==> src/pkg/linkmap_defines.svh <==
// Purpose: Offsets, field positions, reset values and counts of the link
// Assumes: Included by bare name wherever a constant is needed
// Notes:   Definitions only
`ifndef LINKMAP_DEFINES_SVH
`define LINKMAP_DEFINES_SVH
// Device register offsets
`define A_APP_MODE   16'h0200
`define A_DECIM      16'h0201
`define A_OUT_FMT    16'h0561
`define A_LANE_RATE  16'h056E
`define A_PLL_STAT   16'h056F
`define A_QUICK_CFG  16'h0570
`define A_PREEMPH_A  16'h05C4
`define A_PREEMPH_B  16'h05C6
`define A_TUNE_B     16'h1222
`define A_TUNE_A     16'h1228
`define A_TUNE_C     16'h1262
`define A_LINK_PWR   16'h0500
// Field positions
`define F_PLL_LOCK   7
`define F_RATE_LOW   4
`define F_Q_IGNORE   5
`define F_FMT_OFFBIN 0
`define F_LINK_PDN   0
// Reset values
`define R_APP_MODE   8'h00
`define R_DECIM      8'h01
`define R_OUT_FMT    8'h00
`define R_LANE_RATE  8'h00
`define R_QUICK_CFG  8'h13
`define R_PREEMPH    8'h00
`define R_LINK_PWR   8'h00
`define R_TUNE       8'h00
// Written values
`define V_RATE_LOW   8'h10
`define V_RATE_HIGH  8'h00
`define V_TUNE_A1    8'h4F
`define V_TUNE_A2    8'h0F
`define V_TUNE_B1    8'h04
`define V_TUNE_B2    8'h00
`define V_TUNE_C1    8'h08
`define V_TUNE_C2    8'h00
`define V_PDN        8'h01
`define V_PUP        8'h00
// Application mode codes
`define MODE_FULL    4'h0
`define MODE_ONE_DDC 4'h1
`define MODE_TWO_DDC 4'h2
`define MODE_FOUR_DDC 4'h3
// Lane rate figures, in kbps, and 8b/10b ratio
`define RATE_MIN_KBPS 32'd1562500
`define RATE_MAX_KBPS 32'd15000000
`define RATE_LOW_KBPS 32'd6250000
`define CODE_NUM     32'd10
`define CODE_DEN     32'd8
// Link timing counts
`define SYNC_K_COUNT 3'd4
`define ILAS_LAST_MF 2'd3
// Host Wishbone offsets
`define WB_CTRL      8'h00
`define WB_QUICK     8'h04
`define WB_MODE      8'h08
`define WB_DECIM     8'h0C
`define WB_STATUS    8'h10
`define WB_RATE      8'h14
`endif

==> src/pkg/linkmap_pkg.sv <==
// Purpose: Types and shared arithmetic of the converter link
// Assumes: linkmap_defines.svh on the include path
// Notes:   Lane rate arithmetic is shared by both ends
`include "linkmap_defines.svh"
package linkmap_pkg;
	typedef enum logic [1:0] {PH_CGS, PH_WAIT_LMFC, PH_ILAS, PH_DATA} phase_t;
	typedef enum logic [1:0] {HS_IDLE, HS_ISSUE, HS_WAIT} host_st_t;
	typedef logic [7:0][15:0] vc_bank_t;

	// Lane rate in kbps from quick config, decimation and N'
	function automatic logic [31:0] lane_rate_kbps(
		input logic [7:0]  quick,
		input logic [7:0]  chip_decimation_ratio,
		input logic [4:0]  np,
		input logic [31:0] adc_khz);
		logic [31:0] m;
		logic [31:0] l;
		logic [31:0] d;
		m = 32'd1 << quick[4:3];
		l = 32'd1 << quick[7:6];
		d = (chip_decimation_ratio == 8'h00) ? 32'd1 : {24'd0, chip_decimation_ratio};
		return (m * {27'd0, np} * `CODE_NUM * adc_khz) / (`CODE_DEN * l * d);
	endfunction

	typedef struct packed {
		vc_bank_t    vc;
		logic [3:0]  count;
	} map_state_t;

	typedef struct packed {
		logic [7:0]  app_mode;
		logic [7:0]  decim;
		logic [7:0]  out_fmt;
		logic [7:0]  lane_rate;
		logic [6:0]  pll_spare;
		logic [7:0]  quick;
		logic [7:0]  pre_a;
		logic [7:0]  pre_b;
		logic [7:0]  tune_a;
		logic [7:0]  tune_b;
		logic [7:0]  tune_c;
		logic [7:0]  link_pwr;
		logic        ack;
		logic [7:0]  rdata;
		phase_t      phase;
		logic [7:0]  lmfc_cnt;
		logic [1:0]  ilas_mf;
		logic        mf_start;
		logic        frame_valid;
		logic [31:0] rate_kbps;
		logic        m_mismatch;
		logic        link_up;
	} dev_state_t;

	typedef struct packed {
		logic [7:0]  quick;
		logic [7:0]  mode;
		logic [7:0]  decim;
		host_st_t    st;
		logic [3:0]  step;
		logic        busy;
		logic        done;
		logic        err;
		logic        pll_locked;
		logic [31:0] rate_kbps;
		logic        req;
		logic        we;
		logic [15:0] addr;
		logic [7:0]  wdata;
		logic        sync_n;
		logic [2:0]  k_cnt;
		logic        wb_ack;
		logic [31:0] wb_dat;
		logic        link_up;
	} host_state_t;
endpackage

==> src/pkg/linkmap_if.sv <==
// Purpose: Joins the converter end and the receiver end
// Assumes: One clock shared by both ends
// Notes:   Register port is a held request with a one-cycle ack
`timescale 1ns/10ps
`default_nettype none
interface linkmap_if;
	logic                  reg_req;     // Register request, held to ack
	logic                  reg_we;      // Request is a write
	logic [15:0]           reg_addr;    // Register offset
	logic [7:0]            reg_wdata;   // Write data
	logic [7:0]            reg_rdata;   // Read data, valid with ack
	logic                  reg_ack;     // One-cycle answer
	logic                  sync_n;      // Synchronisation request, low
	linkmap_pkg::phase_t   phase;       // Link phase of transmitter
	logic                  mf_start;    // Multiframe boundary pulse
	logic                  frame_valid; // User data frame present
	linkmap_pkg::vc_bank_t frame_data;  // Virtual converter samples
	logic [3:0]            vc_count;    // Virtual converters in use

	modport dev (input reg_req, reg_we, reg_addr, reg_wdata, sync_n,
		output reg_rdata, reg_ack, phase, mf_start, frame_valid,
		frame_data, vc_count);
	modport rx (output reg_req, reg_we, reg_addr, reg_wdata, sync_n,
		input reg_rdata, reg_ack, phase, mf_start, frame_valid,
		frame_data, vc_count);
endinterface
`default_nettype wire

==> src/rtl/vc_mapper.sv <==
// Purpose: Maps ADC and downconverter streams onto virtual converters
// Assumes: Sample inputs are synchronous to mclk
// Notes:   Output bank and count are registered
`timescale 1ns/10ps
`default_nettype none
`include "linkmap_defines.svh"
module vc_mapper (
	input  wire logic                   mclk,     // Clock
	input  wire logic                   rst,      // Sync reset
	input  wire logic [3:0]             mode,     // Application mode
	input  wire logic                   q_ignore, // Real output only
	input  wire logic                   offbin,   // Offset binary output
	input  wire logic [15:0]            adc_ac,   // ADC A or C sample
	input  wire logic [15:0]            adc_bd,   // ADC B or D sample
	input  wire logic [3:0][15:0]       ddc_i,    // In-phase per block
	input  wire logic [3:0][15:0]       ddc_q,    // Quadrature per block
	output var  linkmap_pkg::vc_bank_t  vc,       // Mapped samples
	output var  logic [3:0]             count     // Converters in use
);
	linkmap_pkg::map_state_t q;
	linkmap_pkg::map_state_t d;
	logic [2:0]              nddc;

	// Two's complement unless offset binary chosen
	function automatic logic [15:0] fmt(input logic [15:0] s);
		return offbin ? {~s[15], s[14:0]} : s;
	endfunction

	// Mapping per mode
	always_comb begin
		d = '0;
		nddc = 3'd0;
		unique case (mode)
			`MODE_FULL: begin
				d.vc[0] = fmt(adc_ac);                  // [RQ17]
				d.vc[1] = fmt(adc_bd);                  // [RQ17]
				d.count = 4'd2;
			end
			`MODE_ONE_DDC:  nddc = 3'd1;
			`MODE_TWO_DDC:  nddc = 3'd2;                // [RQ16]
			`MODE_FOUR_DDC: nddc = 3'd4;                // [RQ7]
			default:        nddc = 3'd0;
		endcase
		for (int b = 0; b < 4; b++) begin
			if (3'(b) < nddc) begin
				if (q_ignore) begin
					d.vc[b] = fmt(ddc_i[b]);            // [RQ18]
				end else begin
					d.vc[2*b]   = fmt(ddc_i[b]);        // [RQ5]
					d.vc[2*b+1] = fmt(ddc_q[b]);        // [RQ5] [RQ6]
				end
			end
		end
		if (mode != `MODE_FULL) begin
			// Count of virtual, not physical, converters
			d.count = q_ignore ? {1'b0, nddc} : {nddc, 1'b0}; // [RQ8] [RQ11]
		end
	end

	// State register
	always_ff @(posedge mclk) begin
		if (rst) begin
			q <= '0;
		end else begin
			q <= d;
		end
	end

	assign vc    = q.vc;
	assign count = q.count;
endmodule
`default_nettype wire

==> src/rtl/conv_link_tx.sv <==
// Purpose: Converter end: registers, converter mapping, link phases
// Assumes: One frame per mclk cycle; receiver drives sync_n
// Notes:   Registers reached through the link register port
//
// Decided for this implementation: the Wishbone slave port.
`timescale 1ns/10ps
`default_nettype none
`include "linkmap_defines.svh"
// Notes on behaviour
// RQ1: Samples two's complement unless format selects otherwise
// RQ2: PLL lock shown read-only at bit 7
// RQ3: Software sets lane rate bit 4 to match
// RQ4: Below 6.25 Gbps software writes 0x10 there
// RQ5: Complex pairs: I first converter, Q second
// RQ6: DDC I/Q counts like two real converters
// RQ7: Up to four DDC blocks, real or complex
// RQ8: Up to eight virtual converters
// RQ9: Six startup writes in fixed order
// RQ10: Quick config sets lanes, converters, octets
// RQ11: With DDCs, M counts virtual converters
// RQ12: Lane rate = M*N'*10/8*fout/L
// RQ13: Decimation ratio taken from its register
// RQ14: Power down, configure, then power up
// RQ15: Line rate kept within 1.5625-15 Gbps
// RQ16: Mode codes: 0 full, 1 one DDC, 2 two
// RQ17: Full mode: converters 0,1 carry ADC samples
// RQ18: Q-ignore bit 5 selects real output
// RQ19: Preemphasis disabled after reset
// RQ20: ILAS starts at next multiframe boundary after sync
module conv_link_tx #(
	parameter int          NP        = 16,     // Bits per sample, N'
	parameter logic [31:0] ADC_KHZ   = 32'd500000, // Converter clock
	parameter logic [7:0]  K_FRAMES  = 8'd32   // Frames per multiframe
) (
	input  wire logic                   mclk,         // Clock
	input  wire logic                   rst,          // Sync reset
	linkmap_if.dev                      link,         // Far end
	input  wire logic                   pll_lock,     // Serializer PLL lock
	input  wire logic [15:0]            adc_ac,       // ADC A or C sample
	input  wire logic [15:0]            adc_bd,       // ADC B or D sample
	input  wire logic [3:0][15:0]       ddc_i,        // DDC in-phase
	input  wire logic [3:0][15:0]       ddc_q,        // DDC quadrature
	output var  logic [31:0]            rate_kbps,    // Lane rate
	output var  logic                   m_mismatch,   // M differs from map, outside full mode
	output var  logic [1:0]             lanes_log2,   // Lane count, log2
	output var  logic [2:0]             octets_log2,  // Octets per frame, log2
	output var  logic                   preemph_on,   // Any preemphasis
	output var  logic                   link_up       // User data phase
);
	linkmap_pkg::dev_state_t q;
	linkmap_pkg::dev_state_t d;
	logic                    boundary;
	logic                    pdn;

	// Map streams from mode and Q-ignore
	vc_mapper u_map (
		.mclk     (mclk),
		.rst      (rst),
		.mode     (q.app_mode[3:0]),
		.q_ignore (q.app_mode[`F_Q_IGNORE]),
		.offbin   (q.out_fmt[`F_FMT_OFFBIN]),
		.adc_ac   (adc_ac),
		.adc_bd   (adc_bd),
		.ddc_i    (ddc_i),
		.ddc_q    (ddc_q),
		.vc       (link.frame_data),
		.count    (link.vc_count)
	);

	// Register read decode
	function automatic logic [7:0] rd_reg(input logic [15:0] a);
		unique case (a)
			`A_APP_MODE:  rd_reg = q.app_mode;
			`A_DECIM:     rd_reg = q.decim;
			`A_OUT_FMT:   rd_reg = q.out_fmt;
			`A_LANE_RATE: rd_reg = q.lane_rate;
			`A_PLL_STAT:  rd_reg = {pll_lock, q.pll_spare}; // [RQ2]
			`A_QUICK_CFG: rd_reg = q.quick;
			`A_PREEMPH_A: rd_reg = q.pre_a;
			`A_PREEMPH_B: rd_reg = q.pre_b;
			`A_TUNE_A:    rd_reg = q.tune_a;
			`A_TUNE_B:    rd_reg = q.tune_b;
			`A_TUNE_C:    rd_reg = q.tune_c;
			`A_LINK_PWR:  rd_reg = q.link_pwr;
			default:      rd_reg = 8'h00;
		endcase
	endfunction

	assign boundary = (q.lmfc_cnt == K_FRAMES - 8'd1);
	assign pdn      = q.link_pwr[`F_LINK_PDN];

	// Next state
	always_comb begin
		d = q;
		d.ack = 1'b0;
		// Register port: take a held request once, answer next cycle
		if (link.reg_req && !q.ack) begin
			d.ack   = 1'b1;
			d.rdata = rd_reg(link.reg_addr);
			if (link.reg_we) begin
				unique case (link.reg_addr)
					`A_APP_MODE:  d.app_mode  = link.reg_wdata; // [RQ16]
					`A_DECIM:     d.decim     = link.reg_wdata; // [RQ13]
					`A_OUT_FMT:   d.out_fmt   = link.reg_wdata; // [RQ1]
					`A_LANE_RATE: d.lane_rate = link.reg_wdata;
					`A_PLL_STAT:  d.pll_spare = link.reg_wdata[6:0]; // [RQ2]
					`A_QUICK_CFG: d.quick     = link.reg_wdata; // [RQ10]
					`A_PREEMPH_A: d.pre_a     = link.reg_wdata;
					`A_PREEMPH_B: d.pre_b     = link.reg_wdata;
					`A_TUNE_A:    d.tune_a    = link.reg_wdata;
					`A_TUNE_B:    d.tune_b    = link.reg_wdata;
					`A_TUNE_C:    d.tune_c    = link.reg_wdata;
					`A_LINK_PWR:  d.link_pwr  = link.reg_wdata;
					default:      d.rdata     = 8'h00;
				endcase
			end
		end
		// Lane rate from M, N', L and decimated sample rate
		d.rate_kbps = linkmap_pkg::lane_rate_kbps(q.quick, q.decim,
			5'(NP), ADC_KHZ);                               // [RQ12] [RQ13]
		// M must count virtual converters when DDCs are used
		d.m_mismatch = (q.app_mode[3:0] != `MODE_FULL) &&
			((4'd1 << q.quick[4:3]) != link.vc_count);      // [RQ11]
		// Local multiframe counter
		d.lmfc_cnt = boundary ? 8'h00 : q.lmfc_cnt + 8'd1;
		d.mf_start = boundary;
		// Link phases
		if (pdn || !link.sync_n) begin
			d.phase   = linkmap_pkg::PH_CGS;
			d.ilas_mf = 2'd0;
		end else begin
			unique case (q.phase)
				linkmap_pkg::PH_CGS:
					d.phase = linkmap_pkg::PH_WAIT_LMFC;
				linkmap_pkg::PH_WAIT_LMFC:
					if (boundary) begin
						d.phase   = linkmap_pkg::PH_ILAS;     // [RQ20]
						d.ilas_mf = 2'd0;
					end
				linkmap_pkg::PH_ILAS:
					if (boundary) begin
						if (q.ilas_mf == `ILAS_LAST_MF) begin
							d.phase = linkmap_pkg::PH_DATA;
						end else begin
							d.ilas_mf = q.ilas_mf + 2'd1;
						end
					end
				linkmap_pkg::PH_DATA:
					d.phase = linkmap_pkg::PH_DATA;
			endcase
		end
		d.frame_valid = (d.phase == linkmap_pkg::PH_DATA);
		d.link_up     = d.frame_valid;
	end

	// State register; preemphasis starts off
	always_ff @(posedge mclk) begin
		if (rst) begin
			q           <= '0;
			q.app_mode  <= `R_APP_MODE;
			q.decim     <= `R_DECIM;
			q.out_fmt   <= `R_OUT_FMT;                      // [RQ1]
			q.lane_rate <= `R_LANE_RATE;
			q.quick     <= `R_QUICK_CFG;
			q.pre_a     <= `R_PREEMPH;                      // [RQ19]
			q.pre_b     <= `R_PREEMPH;                      // [RQ19]
			q.tune_a    <= `R_TUNE;
			q.tune_b    <= `R_TUNE;
			q.tune_c    <= `R_TUNE;
			q.link_pwr  <= `R_LINK_PWR;
			q.phase     <= linkmap_pkg::PH_CGS;
		end else begin
			q <= d;
		end
	end

	// Outputs from registers
	assign link.reg_ack    = q.ack;
	assign link.reg_rdata  = q.rdata;
	assign link.phase      = q.phase;
	assign link.mf_start   = q.mf_start;
	assign link.frame_valid = q.frame_valid;
	assign rate_kbps       = q.rate_kbps;
	assign m_mismatch      = q.m_mismatch;
	assign lanes_log2      = q.quick[7:6];                  // [RQ10]
	assign octets_log2     = q.quick[2:0];                  // [RQ10]
	assign preemph_on      = |{q.pre_a, q.pre_b};
	assign link_up         = q.link_up;
endmodule
`default_nettype wire

==> src/flat_wrapper.sv <==
// flat-port wrapper written by rule: the top's interface ports become plain ports
module conv_link_tx_flat 
#(
	parameter int          NP        = 16,                           
	parameter logic [31:0] ADC_KHZ   = 32'd500000,                   
	parameter logic [7:0]  K_FRAMES  = 8'd32                           
)
  (mclk, rst, pll_lock, adc_ac, adc_bd, ddc_i, ddc_q, rate_kbps, m_mismatch, lanes_log2, octets_log2, preemph_on, link_up, link_reg_req, link_reg_we, link_reg_addr, link_reg_wdata, link_sync_n, link_reg_rdata, link_reg_ack, link_phase, link_mf_start, link_frame_valid, link_frame_data, link_vc_count);
  linkmap_if link_i ();
  input  wire logic mclk;
  input  wire logic rst;
  input  wire logic pll_lock;
  input  wire logic [15:0] adc_ac;
  input  wire logic [15:0] adc_bd;
  input  wire logic [3:0][15:0] ddc_i;
  input  wire logic [3:0][15:0] ddc_q;
  output var  logic [31:0] rate_kbps;
  output var  logic m_mismatch;
  output var  logic [1:0] lanes_log2;
  output var  logic [2:0] octets_log2;
  output var  logic preemph_on;
  output var  logic link_up;
  input wire logic [$bits(link_i.reg_req)-1:0] link_reg_req;
  input wire logic [$bits(link_i.reg_we)-1:0] link_reg_we;
  input wire logic [$bits(link_i.reg_addr)-1:0] link_reg_addr;
  input wire logic [$bits(link_i.reg_wdata)-1:0] link_reg_wdata;
  input wire logic [$bits(link_i.sync_n)-1:0] link_sync_n;
  output wire logic [$bits(link_i.reg_rdata)-1:0] link_reg_rdata;
  output wire logic [$bits(link_i.reg_ack)-1:0] link_reg_ack;
  output wire logic [$bits(link_i.phase)-1:0] link_phase;
  output wire logic [$bits(link_i.mf_start)-1:0] link_mf_start;
  output wire logic [$bits(link_i.frame_valid)-1:0] link_frame_valid;
  output wire logic [$bits(link_i.frame_data)-1:0] link_frame_data;
  output wire logic [$bits(link_i.vc_count)-1:0] link_vc_count;
  assign link_i.reg_req = link_reg_req;
  assign link_i.reg_we = link_reg_we;
  assign link_i.reg_addr = link_reg_addr;
  assign link_i.reg_wdata = link_reg_wdata;
  assign link_i.sync_n = link_sync_n;
  assign link_reg_rdata = link_i.reg_rdata;
  assign link_reg_ack = link_i.reg_ack;
  assign link_phase = link_i.phase;
  assign link_mf_start = link_i.mf_start;
  assign link_frame_valid = link_i.frame_valid;
  assign link_frame_data = link_i.frame_data;
  assign link_vc_count = link_i.vc_count;
  conv_link_tx #(.NP(NP), .ADC_KHZ(ADC_KHZ), .K_FRAMES(K_FRAMES)) u_core (.mclk(mclk), .rst(rst), .link(link_i), .pll_lock(pll_lock), .adc_ac(adc_ac), .adc_bd(adc_bd), .ddc_i(ddc_i), .ddc_q(ddc_q), .rate_kbps(rate_kbps), .m_mismatch(m_mismatch), .lanes_log2(lanes_log2), .octets_log2(octets_log2), .preemph_on(preemph_on), .link_up(link_up));
endmodule
==> config.mk <==
export PLATFORM = sky130hd
export DESIGN_NAME = conv_link_tx_flat
export DESIGN_NICKNAME = d
export VERILOG_FILES = /design/src/pkg/linkmap_pkg.sv /design/src/pkg/linkmap_if.sv /design/src/rtl/vc_mapper.sv /design/src/rtl/conv_link_tx.sv /design/src/flat_wrapper.sv
export VERILOG_INCLUDE_DIRS = /design/src /design/src/pkg
export SDC_FILE = /design/constraint.sdc
export NUM_CORES = 1
export LEC_CHECK = 0
export ABC_AREA = 1
export BUFFER_PORTS_ARGS = -buffer_cell sky130_fd_sc_hd__buf_2
export CAP_MARGIN = 40
export CORE_ASPECT_RATIO = 1.1
export CORE_MARGIN = 4
export CORE_UTILIZATION = 31
export DETAILED_ROUTE_END_ITERATION = 10
export GPL_TIMING_DRIVEN = 0
export PLACE_DENSITY = 0.51
export SLEW_MARGIN = 40
export SYNTH_ARGS = -nofsm -noshare
export SYNTH_HDL_FRONTEND = slang
export SYNTH_HIERARCHICAL = 1
export SYNTH_SLANG_ARGS = --single-unit
==> constraint.sdc <==
create_clock -name mclk -period 201.2 [get_ports mclk]
set_input_delay 20.12 -clock mclk [delete_from_list [all_inputs] [get_ports mclk]]
set_output_delay 20.12 -clock mclk [all_outputs]
set_load 0.01 [all_outputs]
## After elaboration in Yosys (flattened, before gate mapping)

Index checks and enable logic that the tools add are counted.

| cells by class | value |
|---|---|
| $add $sub $neg | 2 |
| $mul | 3 |
| divide/modulo/power cells | 1 |
| order comparisons | 4 |
| equality and inequality tests | 25 |
| shift operators | 3 |
| mux-type cells | 37 |
| bitwise logic cells | 12 |
| reductions and logical operators | 29 |

Operators with widths:

| operator | number |
|---|---|
| 2-to-1 mux 16 bit | 16 |
| equality test 16 x 11 -> 1 bit, second input constant | 7 |
| case mux 8 bit (12 select lines) | 1 |
| 2-to-1 mux 32 bit | 2 |
| equality test 16 x 13 -> 1 bit, second input constant | 3 |
| 2-to-1 mux 48 bit | 1 |
| 2-to-1 mux 36 bit | 1 |
| AND reduction 3 bit | 12 |
| divider 32 x 32 -> 32 bit | 1 |
| equality test 16 x 10 -> 1 bit, second input constant | 2 |
| multiplier 29 x 32 -> 29 bit | 1 |
| << shifter 1 x 2 -> 29 bit, first input constant | 1 |
| multiplier 28 x 3 -> 27 bit, second input constant | 1 |
| << shifter 1 x 2 -> 28 bit, first input constant | 1 |
| multiplier 27 x 14 -> 22 bit, second input constant | 1 |
| 2-to-1 mux 8 bit | 3 |
| OR reduction 16 bit | 1 |
| 2-to-1 mux 2 bit | 7 |
| NOT 1 bit | 12 |
| OR reduction 12 bit | 1 |
| 2-to-1 mux 9 bit | 1 |
| case mux 3 bit (3 select lines) | 1 |
| adder 8 x 1 -> 8 bit, second input constant | 1 |
| equality test 2 bit, second input constant | 4 |
| 25 further kinds | 34 |

| word-level totals | value |
|---|---|
| register bits | 283 |
| input bits | 190 |
| output and inout port bits | 185 |
| word-level logic and storage cells | 146 |

## Longest topological paths before layout

Gate-level depths: netlist of run 1.

| logic depth | value |
|---|---|
| depth after elaboration | 9 |
| depth in mapped cells | 565 |
| mapped depth without buffers | 525 |

## Cells and area by module

The synthesis of run 1 kept the hierarchy.

Modules (own cells, without submodules):

| module | times used | cells an instance | area an instance (um2) | seq. area each (um2) |
|---|---|---|---|---|
| conv_link_tx | 1 | 4404 | 28289.6 | 3022.9 |
| vc_mapper | 1 | 653 | 4799.6 | 2642.5 |

## Worst setup path before layout of run 1

OpenSTA, ideal clock, no wires.

| path | value |
|---|---|
| path type | flip-flop to flip-flop |
| start point | reg u_core.q (netlist bit u_core/lanes_log2[1]) |
| end point | reg u_core.q (netlist bit u_core/rate_kbps[0]) |
| library setup time | 0.117 ns |
| data arrival time | 75.176 ns |
| required time | 201.083 ns |
| slack | 125.906 ns |
| cell stages (with the launch flop) | 537 |
| path buffers | 40 |
| clock period less this slack | 75.294 ns |
| cell sequence | dfxtp_1 > inv_1 > nor2_1 > inv_1 > nor2_1 > fa_1 > ha_1 > ha_1 > inv_1 > fa_1 > inv_1 > ha_1 > buf_6 > nand3_1 > nand3_1 > xnor2_1 > nand3_2 > nor2_4 > [... 501 more ...] > buf_12 > buf_8 > o21ai_2 > inv_2 > ha_1 > nand2_1 > o21ai_0 > o21a_1 > o2111ai_1 > nand2_1 > a21oi_1 > o21ai_0 > nand2_1 > inv_1 > nand3_2 > nand3_1 > nor2_1 > a21oi_1 |

| on the way | value |
|---|---|
| cells in the longest elaborated chain, start to end | 3 |

RTL lines:

| item | line | source |
|---|---|---|
| start: declaration | conv_link_tx.sv:50 | `linkmap_pkg::dev_state_t q;` |
| << shifter 1 x 2 -> 29 bit | linkmap_pkg.sv:20 | `l = 32'd1 << quick[7:6];` |
| multiplier 29 x 32 -> 29 bit (no source line) | - |  |
| divider 32 x 32 -> 32 bit | linkmap_pkg.sv:22 | `` return (m * {27'd0, np} * `CODE_NUM * adc_khz) / (`CODE_DEN * l * d); `` |

Every way passes these cells.
A chain may end at the register's enable or synchronous reset.

## Final worst setup path of run 1

| path | value |
|---|---|
| start point | reg u_core.q (netlist bit u_core/lanes_log2[0]) |
| end point | reg u_core.q (netlist bit u_core/rate_kbps[0]) |

The elaborated chain is that of the path after synthesis.

==> metrics.md, run 1 <==
| Metric | Value |
|---|---|
| CTS tree | built |
| Routed WL per cell | 15.9 um |
| Period minus WS final | 88,500 ps |
| Hold Vio Cnt, Final | 0 |
| Area grow syn2layout | 15.2% |
| Layout cells sized above 1 | 0.172 |
| Post-synthesis compound-gate area fraction | 0.160 |
| Starting Density | 0.313 |
| Detail Placement HPWL | 89.4 mm |
| Status | complete, no violations |
| Tcrit/Tclk final | 0.440 |
| Most Used Layer, Global Route | met2 |
| Vias in the first global route | 31,300 |
| Slowest cell delay on critical path | 560 ps |
| Main combinational cell family by area after synthesis | simple AND/OR/NAND/NOR gates |
| Residual DRC count | 0 |
| Post-synthesis mux area share | 0.000303 |
| CP required | 201,680 ps |
| Maxcap violations | 0 |
| Cell count after synthesis | 5,057 |
| Setup_tns | 0 ps |
| Die ar. | 0.112 mm^2 |
| Via Count | 32,700 |
| Synth Area in XOR/XNOR | 0.0723 |
| Final setup skew | 25.2 ps |
| Met1 usage | 0.231 |
| Clock-pin slew on the worst setup and hold paths | 60 ps |
| RePlAce Congestion | 0.895 |
| Setup repair bufs after CTS | 0 |
| Yosys Warn Count | 6 |
| Multi-input gate area | 0.0232 mm^2 |
| Slowest library cell on the worst path | o21ai_0 |
| Total GRT Usage | 0.189 |
| Min-delay worst type | register to register |
| Port bufs | 374 |
| Post-route ant nets | 0 |
| FP Rows | 125 |
| Deepest clock path buffer count | 3 |
| H-tree depth | 2 |
| Root Buffer | clkbuf_16 |
| Clock sink total | 283 |
| Net count, final | 6,056 |
| Syn Nets | 5,634 |
| EDFF count, synth | 0 |
| Total routed wirelength | 110 mm |
| M2 GR Usage | 0.346 |
| Initial antenna violation count | 8 |
| Post-synthesis simple-gate area fraction | 0.318 |
| DIE HEIGHT | 351 um |
| Relative slew slack | 0.406 |
| Synth Area in Adders | 0.150 |
| Cell mode on critical path | nand2_1 |
| Hold buffers post-CTS | 0 |
| CP Max Fanout | 20 |
| Synth Cell Area | 0.0331 mm^2 |
| Vias per cell | 4.73 |
| Fin. max-slew vios | 0 |
| First-pass GRT wire length | 171 mm |
| Register area | 0.00567 mm^2 |
| Pin count of the biggest net entering global routing | 33 |
| CTS buffer count | 38 |
| GR Overflow Total | 0 |
| Cts repair resizes | 0 |
| Fill cell count | 11,700 |
| Core Box Area | 0.106 mm^2 |
| Slew at the pin with the worst max-slew slack | 888 ps |
| 1st-pass router iterations | 6 |
| Crit Path Category | register to register |
| Distinct cells, synth | 84 |
| WHS | 455 ps |
| Die width | 320 um |
| Place WS | 112,700 ps |
| GR Layer Usage met3 | 0.0329 |
| Final setup margin | 112,700 ps |
| RSZ-0062 raised after global routing | no |
| Synthesized area per cell | 6.54 um^2 |
| I/O pin cnt | 375 |
| Clk_lat worst skew | 600 ps |
| Top FF cell, synth | dfxtp_1 |
| Critical path capture point type | register |
| Sequential area share after synthesis | 0.171 |
| Fmax | 0.0113 GHz |
| Iter 0 DRT Violations | 1,650 |
| CP Launch Type | register |
| Crit path arrival time | 88,980 ps |
| # setup viols final | 0 |
| Register bit total from synthesis | 283 |
| Post-synth ARST share | 0 |
-- layout make-up --
cell class                      instances  area share
Inverter                              798      0.0800
Multi-Input combinational cell       3789       0.608
Timing Repair Buffer                  382      0.0522
Clock inverter                         22     0.00604
Tap cell                             1397      0.0458
Sequential cell                       283       0.149
Antenna cell                            4    0.000263
Buffer                                187      0.0324
Clock buffer                           46      0.0268
-- Yosys cell counts, types with 5 or more instances --
library cell	instances	area [um^2]
nand2_1	1043	3920
or2_2	33	206
o21a_1	8	60.1
nor2_8	5	100
nand2_4	24	270
nand3_1	254	1270
inv_1	722	2710
o21bai_1	29	218
o22ai_1	46	288
inv_4	7	43.8
or2_0	5	31.3
xor2_1	159	1390
nor4_1	21	131
o21ai_2	19	166
nand2_2	91	569
buf_4	56	420
fa_1	14	280
a21o_1	56	420
clkinv_1	17	63.8
inv_2	45	169
nor2_4	24	270
a31oi_1	8	50.1
nor3_1	37	185
nand3_4	18	315
ha_1	373	4670
nand4_2	11	138
nor2_1	442	1660
o31ai_1	16	120
clkbuf_1	82	308
nor2_2	36	225
a21oi_2	9	78.8
buf_6	22	248
o21ai_0	337	1690
or2_1	7	43.8
or4_1	7	52.6
nand3_2	44	440
a211oi_1	33	248
xnor2_1	114	998
nand4_1	72	450
nand3b_1	13	97.6
o21ai_1	41	205
a21oi_1	295	1480
dfxtp_1	283	5670
buf_2	14	70.1
-- layer usage --
layer	routed length (um)	vias to the layer above
met4	2020	4
met5	22	-
met3	4760	126
li1	-	17300
met2	54400	541
met1	48700	14700
-- cells in the final DEF, fill, tap and decap left out, types with 72 or more instances in the layout --
master,netlist,layout
dfxtp_1,283,283
xnor2_1,114,113
buf_2,14,388
nand4_1,72,72
ha_1,373,373
xor2_1,159,159
o21ai_0,337,337
inv_1,722,716
a21oi_1,295,295
nand2_1,1043,1043
nand3_1,254,254
nor2_1,442,441
nand2_2,91,90
clkbuf_1,82,81
-- cell families after synthesis --
| group | Yosys count |
|---|---|
| AO/OA/AOI/OAI | 925 |
| XOR/XNOR | 273 |
| buffers and inverters | 985 |
| flip-flops | 283 |
| multiplexers | 1 |
| AND/OR/NAND/NOR | 2203 |
| adder cells (fa/ha/maj) | 387 |
-- through the flow --
step / instances / utilization / cell area, um^2
floorplan: 5057 / - / 33100
global placement: 6828 / 0.347 / 36700
detailed placement: 6836 / 0.349 / 36900
CTS: 6904 / 0.360 / 38100
global route: 6906 / 0.361 / 38100
finish: 6908 / 0.361 / 38100
-- critical path, delay by kind of cell, from the launching register on --
kind / cells / cell delay [ps]
AND/OR/NAND/NOR: 175 / 22220
AO/OA/AOI/OAI: 203 / 37760
flip-flops: 1 / 390
adder cells (fa/ha/maj): 33 / 11230
buffers and inverters: 125 / 16610
-- sequential cells by signal (all words and copies together), names as in the netlist, 2 cells and up --
register and flops:
u_core/lanes_log2 2, u_core/link.phase 2, u_core/link.reg_rdata 8, u_core/octets_log2 3
u_core/q 99, u_core/rate_kbps 32, u_core/u_map/count 4, u_core/u_map/vc 128
-- final timing paths --
check	slack [ps]	startpoint	depth (start not counted)	to
worst max-delay path	112700	u_core/lanes_log2[0]$_SDFFE_PP0P_	536	u_core/rate_kbps[0]$_SDFF_PP0_
worst min-delay path	450	u_core/q[81]$_SDFFE_PP0P_	2	u_core/q[81]$_SDFFE_PP0P_
worst max register to register	112700	u_core/lanes_log2[0]$_SDFFE_PP0P_	536	u_core/rate_kbps[0]$_SDFF_PP0_
worst min register to register	450	u_core/q[81]$_SDFFE_PP0P_	2	u_core/q[81]$_SDFFE_PP0P_
Power of run 1 is left out: the tool's default activity adds up to more than one toggle a clock period on the data nets, which glitch-free logic cannot reach.
==> inputs of run 2 (changes only) <==
--- a/config.mk
+++ b/config.mk
@@ -6,7 +6,7 @@
 export SDC_FILE = /design/constraint.sdc
 export NUM_CORES = 1
 export LEC_CHECK = 0
-export ABC_AREA = 1
+export ABC_AREA = 0
 export BUFFER_PORTS_ARGS = -buffer_cell sky130_fd_sc_hd__buf_2
 export CAP_MARGIN = 40
 export CORE_ASPECT_RATIO = 1.1
@@ -14,7 +14,7 @@
 export CORE_UTILIZATION = 31
 export DETAILED_ROUTE_END_ITERATION = 10
 export GPL_TIMING_DRIVEN = 0
-export PLACE_DENSITY = 0.51
+export PLACE_DENSITY = 0.52
 export SLEW_MARGIN = 40
 export SYNTH_ARGS = -nofsm -noshare
 export SYNTH_HDL_FRONTEND = slang
==> constraint.sdc (replaced) <==
create_clock -name mclk -period 76.8 [get_ports mclk]
set_input_delay 7.68 -clock mclk [delete_from_list [all_inputs] [get_ports mclk]]
set_output_delay 7.68 -clock mclk [all_outputs]
set_load 0.01 [all_outputs]
==> run 2 against run 1 <==
Effect of this change: design area increased by 14%; synthesized cell count decreased by 15%; fmax increased by 19%; via count increased by 9.4%; count of clock-buffer cells in the layout unchanged.
==> metrics.md, run 2 <==
| Metric | Value |
|---|---|
| Main area contributors after synthesis | dfxtp_1, ha_1, a21oi_1 |
| WHS | 455 ps |
| Crit path buf inv count | 46 |
| Hold Path Stages | 2 |
| Maxcap violations | 0 |
| # setup viols final | 0 |
| Net count, final | 5,651 |
| Distinct cells, synth | 124 |
| Most common cell in the netlist | nand2_1 |
| Cell mode on critical path | o21a_1 |
| Status | complete, no violations |
| Period minus WS final | 74,080 ps |
| CP Max Fanout | 10 |
| Relative slew slack | 0.234 |
| Clk_lat worst skew | 590 ps |
| Cell family with most CP delay | compound AO/OA/AOI/OAI gates |
| RePlAce Congestion | 0.892 |
| Root Buffer | clkbuf_16 |
| Routed WL per cell | 20.5 um |
| Clock sink total | 283 |
| Pin count of the biggest net entering global routing | 33 |
| Synthesized area per cell | 7.57 um^2 |
| Fmax | 0.0135 GHz |
| Hold Vio Cnt, Final | 0 |
| I/O pin cnt | 375 |
| Total routed wirelength | 133 mm |
| First-pass GRT wire length | 195 mm |
| Critical path capture point type | register |
| Commonest non-fill, non-tap cell in the layout | buf_4 |
| GR Overflow Total | 0 |
| Register area | 0.00568 mm^2 |
| Cell count after synthesis | 4,295 |
| Slowest cell delay on critical path | 610 ps |
| Fin. max-slew vios | 0 |
| Synth area leader | dfxtp_1 |
| Area grow syn2layout | 33.8% |
| Register bit total from synthesis | 283 |
| CP Launch Type | register |
| Crit path depth | 409 |
| H-tree depth | 2 |
| Fill cell count | 10,600 |
| Clock-pin slew on the worst setup and hold paths | 60 ps |
| Top FF cell, synth | dfxtp_1 |
| Core Box Area | 0.104 mm^2 |
| Die width | 317 um |
| Die ar. | 0.110 mm^2 |
| Slowest library cell on the worst path | or4b_4 |
| Yosys Warn Count | 6 |
| Tcrit/Tclk final | 0.965 |
| Vias in the first global route | 33,900 |
| Vias per cell | 5.51 |
| Iter 0 DRT Violations | 2,429 |
| Post-route ant nets | 0 |
| Port bufs | 373 |
| FP Rows | 124 |
| Synth Cell Area | 0.0325 mm^2 |
| Via Count | 35,800 |
| Multi-input gate area | 0.0279 mm^2 |
| Total GRT Usage | 0.222 |
| CTS tree | built |
| Syn Nets | 4,872 |
| Area share of the largest cell type after synthesis | 0.174 |
| Final setup skew | 25.2 ps |
| CTS buffer count | 36 |
| Crit path arrival time | 74,510 ps |
| CP required | 77,230 ps |
| Post-synth ARST share | 0 |
| Deepest clock path buffer count | 3 |
| Layout cells sized above 1 | 0.287 |
| Hold buffers post-CTS | 0 |
| Most frequent cells after synthesis | nand2_1, nor2_1, ha_1 |
| Detail Placement HPWL | 100 mm |
| Min-delay worst type | register to register |
| Starting Density | 0.312 |
| DIE HEIGHT | 348 um |
| Worst reg2reg path depth | 409 |
| 1st-pass router iterations | 6 |
| Crit Path Category | register to register |
| Sequential area share after synthesis | 0.174 |
| EDFF count, synth | 0 |
| Residual DRC count | 0 |
| Slew at the pin with the worst max-slew slack | 1140 ps |
| Initial antenna violation count | 5 |
| Max FFs per register | 128 |
| Commonest non-fill, non-tap cells in the layout | buf_4, nand2_1, nor2_1, buf_2, ha_1 |
==> run 2: cell count changes after synthesis, moves of 71 or more <==
cell     previous run  this run
xor2_1            159        88
inv_1             722       105
and2_1              4       143
nor3_1             37       150
nand2_2            91         0
o21a_1              8        95
nand2_1          1043       426
nand3_1           254       115
o21ai_0           337       191
==> run 2: layer usage <==
layer	GRT usage	part of all wire	vias to the layer above
li1	-	-	17400
met1	0.258	0.41	17100
met2	0.402	0.49	1004
met3	0.0278	0.052	269
met4	0.102	0.050	0
met5	0	0	-
==> run 2: cells by family after synthesis <==
logic type,count (synthesis),share of synthesized area
multiplexers,129,0.0424
AND/OR/NAND/NOR,1666,0.256
AO/OA/AOI/OAI,1265,0.268
adder cells (fa/ha/maj),387,0.152
XOR/XNOR,221,0.0600
buffers and inverters,344,0.0476
flip-flops,283,0.174
==> run 2: final timing paths <==
check | endpoint | start | slack (ps)
worst min register to register | u_core/q[59]$_SDFFE_PP0P_ | u_core/q[59]$_SDFFE_PP0P_ | 450
worst min-delay path | u_core/q[59]$_SDFFE_PP0P_ | u_core/q[59]$_SDFFE_PP0P_ | 450
worst max register to register | u_core/rate_kbps[0]$_SDFF_PP0_ | u_core/lanes_log2[0]$_SDFFE_PP0P_ | 2720
worst max-delay path | u_core/rate_kbps[0]$_SDFF_PP0_ | u_core/lanes_log2[0]$_SDFFE_PP0P_ | 2720
==> run 2: worst reg2reg max path, delay by kind of cell, from the launching register on <==
family | cells | cell delay [ps]
AND/OR/NAND/NOR | 110 | 16210
flip-flops | 1 | 360
XOR/XNOR | 2 | 380
adder cells (fa/ha/maj) | 33 | 9470
multiplexers | 6 | 1630
buffers and inverters | 46 | 6270
AO/OA/AOI/OAI | 212 | 39660
==> run 2: metrics by stage <==
| stage | std cells | instance area, um^2 | setup TNS (ps) | setup slack [ps] | utilization |
|---|---|---|---|---|---|
| 6_report | 6489 | 43500 | 0 | 2720 | 0.418 |
| 5_1_grt | 6485 | 43500 | -630 | -630 | 0.418 |
| 4_1_cts | 6239 | 40000 | 0 | 7.33 | 0.384 |
| 3_5_place_dp | 6063 | 36500 | -37350 | -14770 | 0.350 |
| 3_3_place_gp | 6054 | 36200 | -40680 | -15710 | 0.348 |
| 2_1_floorplan | 4295 | 32600 | 0 | 99.4 | - |
==> run 2: area by class of cell <==
class                      instances  share of cell area
antenna                            5            0.000287
inverter                         110             0.00989
buffer                           227              0.0366
tap                             1386              0.0398
multi-input combinational       3669               0.640
timing repair buffer             747               0.114
clock buffer                      46              0.0229
clock inverter                    16             0.00543
sequential                       283               0.130
==> run 2: repair_timing <==
item,4_1_cts,5_1_grt
setup buffers,117,236
endpoints found under the setup margin,4,2
gates resized for setup,325,348
hold endpoints to repair,0,0
pin swaps,79,259
cloned,1,11
Power of run 2 is left out for the same reason.
